### config.mk
export PLATFORM = sky130hd
export DESIGN_NAME = spo_path_overhead_tx
export DESIGN_NICKNAME = d
export VERILOG_FILES = /design/src/shared/spo_pkg.sv /design/src/rtl/spo_path_overhead_tx.sv
export SDC_FILE = /design/constraint.sdc
export NUM_CORES = 1
export LEC_CHECK = 0
export BUFFER_PORTS_ARGS = -buffer_cell sky130_fd_sc_hd__buf_2
export CORE_MARGIN = 2
export CORE_UTILIZATION = 35
export CTS_CLUSTER_DIAMETER = 150
export DETAILED_ROUTE_END_ITERATION = 10
export SLEW_MARGIN = 40
export SYNTH_ARGS = -nofsm -noshare
export SYNTH_HDL_FRONTEND = slang
export SYNTH_SLANG_ARGS = --single-unit
### constraint.sdc
create_clock -name pclk -period 4.96 [get_ports pclk]
set_input_delay 0.992 -clock pclk [delete_from_list [all_inputs] [get_ports pclk]]
set_output_delay 0.992 -clock pclk [all_outputs]
set_load 0.005 [all_outputs]
### src/shared/spo_pkg.sv
package spo_pkg;
    // =====================================================
    // SPE geometry
    localparam logic [3:0] SPE_ROWS = 4'h9;
    localparam logic [8:0] SPE_COLS = 9'h105;
    localparam logic [3:0] ROW_J1 = 4'h0;
    localparam logic [3:0] ROW_B3 = 4'h1;
    localparam logic [3:0] ROW_C2 = 4'h2;
    localparam logic [3:0] ROW_G1 = 4'h3;
    localparam logic [3:0] ROW_F2 = 4'h4;
    localparam logic [3:0] ROW_H4 = 4'h5;
    localparam logic [3:0] ROW_Z3 = 4'h6;
    localparam logic [3:0] ROW_Z4 = 4'h7;
    // =====================================================
    // register map (byte addresses)
    localparam logic [11:0] OFS_CTRL = 12'h000;
    localparam logic [11:0] OFS_CMD = 12'h004;
    localparam logic [11:0] OFS_B3MASK = 12'h008;
    localparam logic [11:0] OFS_POH_A = 12'h00c;
    localparam logic [11:0] OFS_POH_B = 12'h010;
    localparam logic [11:0] OFS_STATUS = 12'h014;
    localparam logic [11:0] OFS_TRACE = 12'h100;
    // control register fields
    localparam int CTRL_AIS = 0;
    localparam int CTRL_ATM = 1;
    localparam int CTRL_TLEN = 2;
    localparam int CTRL_RDI_AUTO = 4;
    localparam int CTRL_RDI_SW = 5;
    localparam int CTRL_REI_AUTO = 6;
    localparam int CTRL_REI_SW = 7;
    localparam int CTRL_NDF_CONT = 8;
    localparam logic [8:0] CTRL_RESET = 9'h053;
    // command register fields (write one to fire)
    localparam int CMD_INC = 0;
    localparam int CMD_DEC = 1;
    localparam int CMD_NDF = 2;
    // trace length codes
    localparam logic [1:0] TLEN_1 = 2'h0;
    localparam logic [1:0] TLEN_16 = 2'h1;
    // fill bytes when the source has nothing ready
    localparam logic [7:0] FILL_ATM = 8'h00;
    localparam logic [7:0] FILL_PKT = 8'h7e;
    localparam logic [3:0] REI_MAX = 4'h8;
    localparam logic [7:0] ALL_ONES = 8'hff;

    typedef struct packed {
        logic valid;
        logic poh;
        logic first;
        logic [7:0] data;
    } spo_spe_out_t;

    typedef struct packed {
        logic ais;
        logic inc;
        logic dec;
        logic ndf;
    } spo_ptr_ctl_t;

    typedef struct packed {
        logic ais;
        logic lop;
        logic uneq;
        logic tim;
        logic plm;
        logic lcd;
    } spo_defects_t;

    typedef struct packed {
        logic pready;
        logic pslverr;
        logic [31:0] prdata;
        logic [8:0] ctrl;
        logic [7:0] b3_mask;
        logic [7:0] c2;
        logic [7:0] f2;
        logic [7:0] h4;
        logic [7:0] z3;
        logic [7:0] z4;
        logic [7:0] z5;
        logic [2:0] g1_spare;
        logic [63:0][7:0] trace;
        logic [5:0] trace_idx;
        logic inc_pend;
        logic dec_pend;
        logic ndf_pend;
        logic [3:0] row;
        logic [8:0] col;
        logic [7:0] bip_acc;
        logic [7:0] b3_hold;
        logic [3:0] rei_acc;
        logic [1:0][7:0] hold;
        logic [1:0] hold_cnt;
        logic cell_ready;
        logic pkt_ready;
        logic rdi_tx;
        spo_spe_out_t out;
        spo_ptr_ctl_t ptr;
    } spo_state_t;
endpackage

### src/rtl/spo_path_overhead_tx.sv
`timescale 1ns/1ps
// Function
// - in ATM mode, cell bytes fill the SPE payload positions
// - in packet mode, packet bytes fill the SPE payload positions
// - compute path BIP-8 over generated SPE bytes, send in B3
// - software can corrupt the transmitted B3 for testing
// - supply J1, C2, G1, F2, H4, Z3, Z4, Z5 in every SPE
// - auto RDI while receive path reports AIS, LOP, UNEQ, TIM or PLM
// - auto RDI while receive cell side reports loss of cell delineation
// - software can command RDI regardless of receive defects
// - auto REI from B3 errors counted on the receive side
// - software can command REI
// - path AIS is sent from reset, then only on software command
// - path trace of 1, 16 or 64 bytes in successive J1 bytes
// - forced positive and negative pointer stuffs on command
// - single or continuous new data flag events on command
// - assembled SPE bytes go to the transport overhead processor
// - SPE is nine rows of 261 byte columns
// - B3 of one SPE is sent in the next SPE
// - outgoing B3 is XORed with an 8-bit mask, zero means clean
// - during AIS all SPE and H1-H3 bytes are ones, no traffic taken
// - first column carries the nine overhead bytes, rest payload
module spo_path_overhead_tx (
    input wire logic pclk,
    input wire logic presetn,
    input wire logic psel,
    input wire logic penable,
    input wire logic pwrite,
    input wire logic [11:0] paddr,
    input wire logic [31:0] pwdata,
    output logic [31:0] prdata,
    output logic pready,
    output logic pslverr,
    input wire logic cell_valid,
    input wire logic [7:0] cell_data,
    output logic cell_ready,
    input wire logic pkt_valid,
    input wire logic [7:0] pkt_data,
    output logic pkt_ready,
    input wire spo_pkg::spo_defects_t rx_defects,
    input wire logic rx_b3_err_vld,
    input wire logic [3:0] rx_b3_err_cnt,
    input wire logic spe_req,
    output spo_pkg::spo_spe_out_t spe_out,
    output spo_pkg::spo_ptr_ctl_t ptr_ctl
);
    spo_pkg::spo_state_t st_reg;
    spo_pkg::spo_state_t st_next;

    logic ais;
    logic atm;
    logic apb_wr;
    logic pop;
    logic push;
    logic [7:0] src_data;
    logic [7:0] byte_out;
    logic [1:0] cnt_after_pop;
    logic [3:0] rei_sum;
    logic [3:0] rei_field;
    logic [4:0] rei_wide;
    logic last_byte;
    logic [5:0] trace_wrap;
    logic rdi_auto;

    always_comb begin
        st_next = st_reg;
        ais = st_reg.ctrl[spo_pkg::CTRL_AIS];
        atm = st_reg.ctrl[spo_pkg::CTRL_ATM];
        // =====================================================
        // apb slave: one wait state, answer in the second access cycle
        apb_wr = psel && penable && st_reg.pready && pwrite;
        st_next.pready = psel && penable && !st_reg.pready;
        st_next.pslverr = 1'b0;
        if (psel && penable && !st_reg.pready) begin
            st_next.prdata = 32'h0;
            if (paddr[11:8] == spo_pkg::OFS_TRACE[11:8]) begin
                st_next.prdata = {24'h0, st_reg.trace[paddr[7:2]]};
            end else begin
                unique case (paddr)
                    spo_pkg::OFS_CTRL: st_next.prdata = {23'h0, st_reg.ctrl};
                    spo_pkg::OFS_CMD: st_next.prdata = 32'h0;
                    spo_pkg::OFS_B3MASK: st_next.prdata = {24'h0, st_reg.b3_mask};
                    spo_pkg::OFS_POH_A:
                        st_next.prdata = {st_reg.z3, st_reg.h4, st_reg.f2, st_reg.c2};
                    spo_pkg::OFS_POH_B:
                        st_next.prdata = {13'h0, st_reg.g1_spare, st_reg.z5, st_reg.z4};
                    spo_pkg::OFS_STATUS:
                        st_next.prdata = {16'h0, st_reg.b3_hold, 5'h0, st_reg.hold_cnt,
                                          st_reg.rdi_tx};
                    default: st_next.pslverr = 1'b1;
                endcase
            end
        end
        if (apb_wr && paddr[11:8] == spo_pkg::OFS_TRACE[11:8]) begin
            st_next.trace[paddr[7:2]] = pwdata[7:0];
        end else if (apb_wr) begin
            unique case (paddr)
                spo_pkg::OFS_CTRL: st_next.ctrl = pwdata[8:0];
                spo_pkg::OFS_B3MASK: st_next.b3_mask = pwdata[7:0];
                spo_pkg::OFS_POH_A: begin
                    st_next.c2 = pwdata[7:0];
                    st_next.f2 = pwdata[15:8];
                    st_next.h4 = pwdata[23:16];
                    st_next.z3 = pwdata[31:24];
                end
                spo_pkg::OFS_POH_B: begin
                    st_next.z4 = pwdata[7:0];
                    st_next.z5 = pwdata[15:8];
                    st_next.g1_spare = pwdata[18:16];
                end
                default: begin
                end
            endcase
        end
        // =====================================================
        // RDI: any enabled defect or the software bit holds it on
        rdi_auto = st_reg.ctrl[spo_pkg::CTRL_RDI_AUTO] &&
                   (rx_defects.ais || rx_defects.lop || rx_defects.uneq ||
                    rx_defects.tim || rx_defects.plm || rx_defects.lcd);
        st_next.rdi_tx = rdi_auto || st_reg.ctrl[spo_pkg::CTRL_RDI_SW];
        // =====================================================
        // REI: error counts accumulate until the next G1 leaves
        rei_wide = {1'b0, st_reg.rei_acc} + {1'b0, rx_b3_err_cnt};
        rei_sum = (rei_wide > {1'b0, spo_pkg::REI_MAX}) ? spo_pkg::REI_MAX : rei_wide[3:0];
        if (st_reg.ctrl[spo_pkg::CTRL_REI_SW]) begin
            rei_field = 4'h1;
        end else if (st_reg.ctrl[spo_pkg::CTRL_REI_AUTO]) begin
            rei_field = st_reg.rei_acc;
        end else begin
            rei_field = 4'h0;
        end
        // =====================================================
        // SPE assembly, one byte per slot requested by the overhead side
        last_byte = (st_reg.row == spo_pkg::SPE_ROWS - 4'h1) &&
                    (st_reg.col == spo_pkg::SPE_COLS - 9'h1);
        unique case (st_reg.ctrl[3:2])
            spo_pkg::TLEN_1: trace_wrap = 6'h00;
            spo_pkg::TLEN_16: trace_wrap = 6'h0f;
            default: trace_wrap = 6'h3f;
        endcase
        pop = 1'b0;
        byte_out = 8'h00;
        if (st_reg.col == 9'h0) begin
            unique case (st_reg.row)
                spo_pkg::ROW_J1: byte_out = st_reg.trace[st_reg.trace_idx];
                spo_pkg::ROW_B3: byte_out = st_reg.b3_hold ^ st_reg.b3_mask;
                spo_pkg::ROW_C2: byte_out = st_reg.c2;
                spo_pkg::ROW_G1: byte_out = {rei_field, st_reg.rdi_tx, st_reg.g1_spare};
                spo_pkg::ROW_F2: byte_out = st_reg.f2;
                spo_pkg::ROW_H4: byte_out = st_reg.h4;
                spo_pkg::ROW_Z3: byte_out = st_reg.z3;
                spo_pkg::ROW_Z4: byte_out = st_reg.z4;
                default: byte_out = st_reg.z5;
            endcase
        end else if (st_reg.hold_cnt != 2'h0 && !ais) begin
            byte_out = st_reg.hold[0];
            pop = spe_req;
        end else begin
            // an empty buffer sends fill; cell sources must keep cells whole
            byte_out = atm ? spo_pkg::FILL_ATM : spo_pkg::FILL_PKT;
        end
        if (ais) begin
            byte_out = spo_pkg::ALL_ONES;
        end
        st_next.out.valid = spe_req;
        st_next.out.poh = spe_req && st_reg.col == 9'h0;
        st_next.out.first = spe_req && st_reg.col == 9'h0 && st_reg.row == spo_pkg::ROW_J1;
        st_next.out.data = spe_req ? byte_out : st_reg.out.data;
        st_next.ptr.inc = 1'b0;
        st_next.ptr.dec = 1'b0;
        st_next.ptr.ndf = st_reg.ctrl[spo_pkg::CTRL_NDF_CONT];
        st_next.ptr.ais = ais;
        if (rx_b3_err_vld) begin
            st_next.rei_acc = rei_sum;
        end
        if (spe_req) begin
            st_next.bip_acc = st_reg.bip_acc ^ byte_out;
            if (st_reg.col == 9'h0 && st_reg.row == spo_pkg::ROW_G1) begin
                // errors arriving with the G1 slot belong to the next report
                st_next.rei_acc = rx_b3_err_vld ? rx_b3_err_cnt : 4'h0;
            end
            if (st_reg.col == 9'h0 && st_reg.row == spo_pkg::ROW_J1) begin
                st_next.trace_idx = (st_reg.trace_idx >= trace_wrap) ? 6'h00
                                    : st_reg.trace_idx + 6'h01;
                st_next.ptr.inc = st_reg.inc_pend;
                st_next.ptr.dec = st_reg.dec_pend && !st_reg.inc_pend;
                st_next.ptr.ndf = st_reg.ptr.ndf || st_reg.ndf_pend ||
                                  st_reg.ctrl[spo_pkg::CTRL_NDF_CONT];
                st_next.inc_pend = 1'b0;
                st_next.dec_pend = st_reg.dec_pend && st_reg.inc_pend;
                st_next.ndf_pend = 1'b0;
            end
            if (last_byte) begin
                st_next.b3_hold = st_reg.bip_acc ^ byte_out;
                st_next.bip_acc = 8'h00;
            end
            if (st_reg.col == spo_pkg::SPE_COLS - 9'h1) begin
                st_next.col = 9'h0;
                st_next.row = (st_reg.row == spo_pkg::SPE_ROWS - 4'h1) ? 4'h0
                              : st_reg.row + 4'h1;
            end else begin
                st_next.col = st_reg.col + 9'h1;
            end
        end
        // command bits set after the delivery clear so a late write is kept
        if (apb_wr && paddr == spo_pkg::OFS_CMD) begin
            if (pwdata[spo_pkg::CMD_INC]) begin
                st_next.inc_pend = 1'b1;
            end
            if (pwdata[spo_pkg::CMD_DEC]) begin
                st_next.dec_pend = 1'b1;
            end
            if (pwdata[spo_pkg::CMD_NDF]) begin
                st_next.ndf_pend = 1'b1;
            end
        end
        // =====================================================
        // two-byte skid buffer so a registered ready still streams
        // a ready already granted is honoured even if the mode changed under it
        push = (cell_valid && st_reg.cell_ready) || (pkt_valid && st_reg.pkt_ready);
        src_data = st_reg.cell_ready ? cell_data : pkt_data;
        cnt_after_pop = st_reg.hold_cnt - {1'b0, pop};
        if (pop) begin
            st_next.hold[0] = st_reg.hold[1];
        end
        if (push) begin
            st_next.hold[cnt_after_pop[0]] = src_data;
        end
        st_next.hold_cnt = cnt_after_pop + {1'b0, push};
        st_next.cell_ready = atm && !ais && st_next.hold_cnt <= 2'h1;
        st_next.pkt_ready = !atm && !ais && st_next.hold_cnt <= 2'h1;
    end

    always_ff @(posedge pclk or negedge presetn) begin
        if (!presetn) begin
            st_reg <= '0;
            st_reg.ctrl <= spo_pkg::CTRL_RESET;
            st_reg.ptr.ais <= 1'b1;
        end else begin
            st_reg <= st_next;
        end
    end

    assign prdata = st_reg.prdata;
    assign pready = st_reg.pready;
    assign pslverr = st_reg.pslverr;
    assign cell_ready = st_reg.cell_ready;
    assign pkt_ready = st_reg.pkt_ready;
    assign spe_out = st_reg.out;
    assign ptr_ctl = st_reg.ptr;
endmodule

Word level (Yosys, flattened, before mapping)
Index checks and enable logic that the tools add are counted.

storage, ports and cells
  register bits after elaboration = 692
  input port bits = 79

cells by class
  multiplexer cells = 45
  order comparisons = 8
  eq/ne operators = 16
  add/subtract/negate cells = 6
  bitwise gates (word level) = 3
  reduce and logical (&&, ||, !) cells = 49

operator list
  cell                                                   count
  bitwise mux 512 bit                                    1
  case mux 32 bit (5 select lines)                       1
  binary-select mux 8 bit (select 6 bit)                 2
  two-way mux 8 bit                                      10
  case mux 8 bit (8 select lines)                        1
  demux 8 bit (select 6 bit)                             1
  two-way mux 36 bit                                     1
  two-way mux 33 bit                                     1
  two-way mux 32 bit                                     1
  two-way mux 4 bit                                      8
  equality test 12 x 4 -> 1 bit (second input constant)  2
  equality test 12 x 5 -> 1 bit (second input constant)  2
  logical AND 1 bit                                      23
  bitwise mux 16 bit                                     1
  equality test 4 x 3 -> 1 bit (second input constant)   4
  two-way mux 16 bit                                     1
  XOR 8 bit                                              2
  < comparator 6 x 7 -> 1 bit (second input constant)    2
  equality test 12 x 3 -> 1 bit (second input constant)  1
  zero test 12 bit                                       1
  two-way mux 3 bit                                      4
  case mux 6 bit (2 select lines)                        1
  AND reduction 3 bit                                    4
  adder 9 x 1 -> 9 bit (second input constant)           1
  30 further kinds                                       51

Logic depth before layout (Yosys ltp)
  word-level depth = 11
  mapped depth = 13
  mapped depth without buffers = 11

Least setup slack after synthesis
Ideal clock, no wire load.

  kind = input -> register
  start = input port paddr[3]
  end = register st_reg, in the netlist prdata[3]
  arrival time = 3.025 ns
  path slack = 1.815 ns
  stages on the path = 10
  setup time = 0.120 ns
  data required time = 4.840 ns
  path buffers = 4
  path through = buf_2 > buf_2 > buf_2 > buf_1 > mux4_2 > a221oi_1 > nor2_1 > a311oi_1 > o211ai_1 > o211a_1

between the ends
  word-level cells in the longest chain between the ends = 3
  elaborated cells between the ends (all ways) = 9

RTL lines
  item                                                                                                line                                                    source
  start, declared                                                                                     spo_path_overhead_tx.sv:29                              input wire logic [11:0] paddr,
  binary-select mux 8 bit (select 6 bit) (tied with other cells)                                      spo_path_overhead_tx.sv:77                              st_next.prdata = {24'h0, st_reg.trace[paddr[7:2]]};
  two-way mux 8 bit (not written as such) / case mux 32 bit (5 select lines) (equally long branches)  spo_path_overhead_tx.sv:77, spo_path_overhead_tx.sv:79
  two-way mux 32 bit *                                                                                spo_path_overhead_tx.sv:76                              if (paddr[11:8] == spo_pkg::OFS_TRACE[11:8]) begin
  end signal, assigned                                                                                spo_path_overhead_tx.sv:240                             st_reg <= st_next;
  end, declared                                                                                       spo_path_overhead_tx.sv:47                              spo_pkg::spo_state_t st_reg;

Every way passes the cells marked *; elsewhere a longest branch is shown, timed or not. The select of a mux whose other input is x is not followed.
A chain may end at the register's enable or synchronous reset.

Final worst setup path
  start = register st_reg[65] in the netlist's numbering
  end = register st_reg[50] in the netlist's numbering

between the ends
  word-level cells in the longest chain between the ends = 6
  elaborated cells between the ends (all ways) = 15

RTL lines
  item                                                  line                         source
  equality test 4 x 3 -> 1 bit (tied with other cells)  spo_path_overhead_tx.sv:144  unique case (st_reg.row)
  case mux 8 bit (8 select lines)                       spo_path_overhead_tx.sv:144
  two-way mux 8 bit                                     spo_path_overhead_tx.sv:143  if (st_reg.col == 9'h0) begin
  two-way mux 8 bit                                     spo_path_overhead_tx.sv:162  if (ais) begin
  XOR 8 bit                                             spo_path_overhead_tx.sv:177  st_next.bip_acc = st_reg.bip_acc ^ byte_out;
  two-way mux 16 bit *                                  spo_path_overhead_tx.sv:193  if (last_byte) begin

Every way passes the cells marked *; elsewhere a longest branch is shown, timed or not.

==> impl_metrics.yaml <==
outcome:
  status: "finished clean"
final_layout:
  final_net_count: 2765
  fillers: 9704
  drive_above_1_share: 0.477
  syn2layout_area_growth_pct: 12.6
  largest_reg_flops: 639
power_and_ir_drop:
  p_int_uw: 10400
  comb_power_share: 0.174
  seqPwrFrac: 0.418
  power_frac_clock: 0.408
  total_power_uw: 14600
  power_leakage_uw: 0.0187
  ir_drop_v: 0.000255
  powerDensity_nw_per_um2: 351
  p_sw_uw: 4190
  p_sw_frac: 0.287
timing:
  setup_viol: 0
  rsz0062_at_grt: "no"
  slew_viol_final: 0
  relSlewSlack: 0.423
  skew_ns: 0.0326
  fin_crit_sh: 0.728
  finalHoldViolations: 0
  fin_crit_ns: 3.61
  worst_pin_slew_ns: 0.866
  fin_tns_setup_ns: 0
  max_freq_mhz: 277
clocking:
  clock_sinks: 692
  clockBufferDepth: 3
  htreeDepth: 3
  cts_hold_buf: 0
  ctsResizeCount: 0
  insertion_delay_ns: 0.64
  cts.clk_slew.worst_paths_ns: 0.06
  post-cts-setup-buffer-count: 0
  cts_tree: "built"
  clock-root-buffer: "clkbuf_16"
  cts_made_buffers: 79
job:
  drv_cap: 0
placement:
  dpl.hpwl_um: 78600
  place.gp.congestion: 0.952
  io_buffer_count: 129
synth:
  syn_avg_cell_area_um2: 14.2
  yosysUniqueCellTypes: 84
  synth_nets: 2703
  yosysSeqAreaShare: 0.470
  synth_area_um2: 36900
  postSynth.asyncResetShare: 1.00
  yosysWarningCount: 0
  synth_edf_count: 0
  synth-seq-cells: 692
  synth_top_flop_cell: "dfrtp_1"
  syn_inst: 2604
global_route:
  grt_max_degree: 133
  grt.overflow.total: 0
  antenna_found_initial: 4
  grt_pass1_vias: 25100
  grt_util_all_layers: 0.211
  grt_pass1_wl_um: 170000
floorplanning:
  initial_core_util: 0.352
  die_h_um: 329
  num_io_pins: 130
  num_rows: 119
  core_area_um2: 105000
  die_w_um: 329
  dieArea_um2: 108000
setup_path:
  cp_max_fo: 14
  cp_slowest_cell: "ha_1"
  cp-end-kind: "flop"
  cp.required_ns: 5.51
  crit_arrival_ns: 4.16
  path_cells: "inv_1, ha_1, nor4b_1, nand4_1, buf_4, nor3b_1, and4bb_2, or3_1, o21ai_0"
  crit_type: "flop to flop"
  startpoint_type: "flop"
  max_stage_delay_ns: 0.57
drt:
  first_pass_iters: 9
  drt_iter0_markers: 2413
  drt_wl_total_um: 114000
  drtAntennaViolNets: 0
  drc: 0
  post_drt_wl_per_cell_um: 27.7
  vias: 24300
  viasPerCell: 5.90
min_path:
  hp-class: "input port to async pin"
final timing paths:
kind,from,endpoint,slack (ns),depth (start not counted)
min,presetn,st_reg[594]$_DFFE_PN0P_,0.26,1
min reg2reg,prdata[8]$_DFFE_PN0P_,prdata[8]$_DFFE_PN0P_,0.48,2
max,st_reg[65]$_DFFE_PN0P_,st_reg[50]$_DFFE_PN0P_,1.35,9
max in group asynchronous,presetn,st_reg[220]$_DFFE_PN0P_,3.49,3
min in group pclk,prdata[8]$_DFFE_PN0P_,prdata[8]$_DFFE_PN0P_,0.48,2
max reg2reg,st_reg[65]$_DFFE_PN0P_,st_reg[50]$_DFFE_PN0P_,1.35,9
kinds of logic after synthesis:
family,after synthesis,share of synthesized area
mux,948,0.374
flops,692,0.470
simple gates,379,0.0523
compound gates,273,0.0520
buf+inv,267,0.0394
xor+xnor,25,0.00594
fa+ha+maj,20,0.00699
stage by stage:
step	util	setup slack, ns	hold WS (ns)	std cells	instance area, um2
2_1_floorplan	-	1.81	0.367	2604	36900
3_3_place_gp	0.370	0.464	0.462	3973	38800
3_5_place_dp	0.370	0.745	0.470	3974	38800
4_1_cts	0.396	1.32	0.247	4115	41500
5_1_grt	0.396	1.03	0.267	4117	41500
6_report	0.396	1.35	0.262	4118	41500
worst max-delay path: cells and delay by family (launching register included):
kind	cells	cell delay (ns)
and+or+nand+nor	5	1.98
adders and majority gates	1	0.57
buffers and inverters	2	0.46
DFF	1	0.44
AOI/OAI and AO/OA	1	0.07
power groups by stage:
stage                     combinational (uW)  sequential [uW]  clock [uW]
after floorplan                         1770             6070           0
after global placement                  2480             6180           0
after detailed placement                2530             6190           0
after CTS                               2540             6090        6040
after global routing                    2730             6110        6290
final                                   2530             6080        5950
placed cells by master (no fill, tap or decap), types with 23 or more instances in the layout:
master | netlist | final
dfrtp_1 | 687 | 685
mux2_2 | 598 | 598
mux4_2 | 262 | 262
nand2_1 | 132 | 132
buf_2 | 35 | 126
clkbuf_16 | 0 | 84
buf_4 | 70 | 75
mux2i_1 | 72 | 72
o21ai_0 | 64 | 64
nor2_2 | 55 | 59
nor2_1 | 53 | 49
nand3_1 | 39 | 39
a21oi_1 | 38 | 38
inv_1 | 24 | 23
synthesized netlist by cell type (all sizes together), types with 6 or more instances:
cell type / instances / area, um2
dfrtp: 687 / 17200
mux2: 598 / 6730
mux4: 278 / 6320
buf: 143 / 981
nand2: 133 / 502
nor2: 108 / 543
clkbuf: 95 / 358
mux2i: 72 / 721
o21ai: 70 / 354
nand3: 44 / 245
a21oi: 38 / 190
inv: 26 / 97.6
ha: 19 / 238
nor3: 19 / 105
a22o: 18 / 158
a31oi: 17 / 106
xnor2: 17 / 149
a221oi: 16 / 146
a22oi: 16 / 120
and3: 16 / 100
a222oi: 14 / 140
o22ai: 14 / 87.6
o221ai: 12 / 105
nand2b: 11 / 68.8
nand4: 10 / 81.3
a21o: 8 / 60.1
xor2: 8 / 70.1
nor3b: 7 / 52.6
and2: 6 / 37.5
nor2b: 6 / 37.5
layout make-up:
| type | instances | area, um2 | area share |
|---|---|---|---|
| multi-input combinational | 1645 | 18100 | 0.437 |
| sequential | 692 | 17300 | 0.417 |
| clock buffer | 122 | 2430 | 0.0586 |
| tap | 1391 | 1740 | 0.0419 |
| timing repair buffer | 220 | 1580 | 0.0380 |
| clock inverter | 19 | 196 | 0.00473 |
| inverter | 28 | 106 | 0.00256 |
| antenna | 1 | 2.50 | 0.0000603 |
routing by layer:
metal	GRT usage	up-vias	part of all wire	wire length (um)
li1	-	10000	-	-
met1	0.277	13100	0.41	46600
met2	0.344	951	0.48	54300
met3	0.0404	266	0.069	7910
met4	0.0848	6	0.044	5030
met5	0	-	0.00039	44
(Power assumes the default switching activity.)
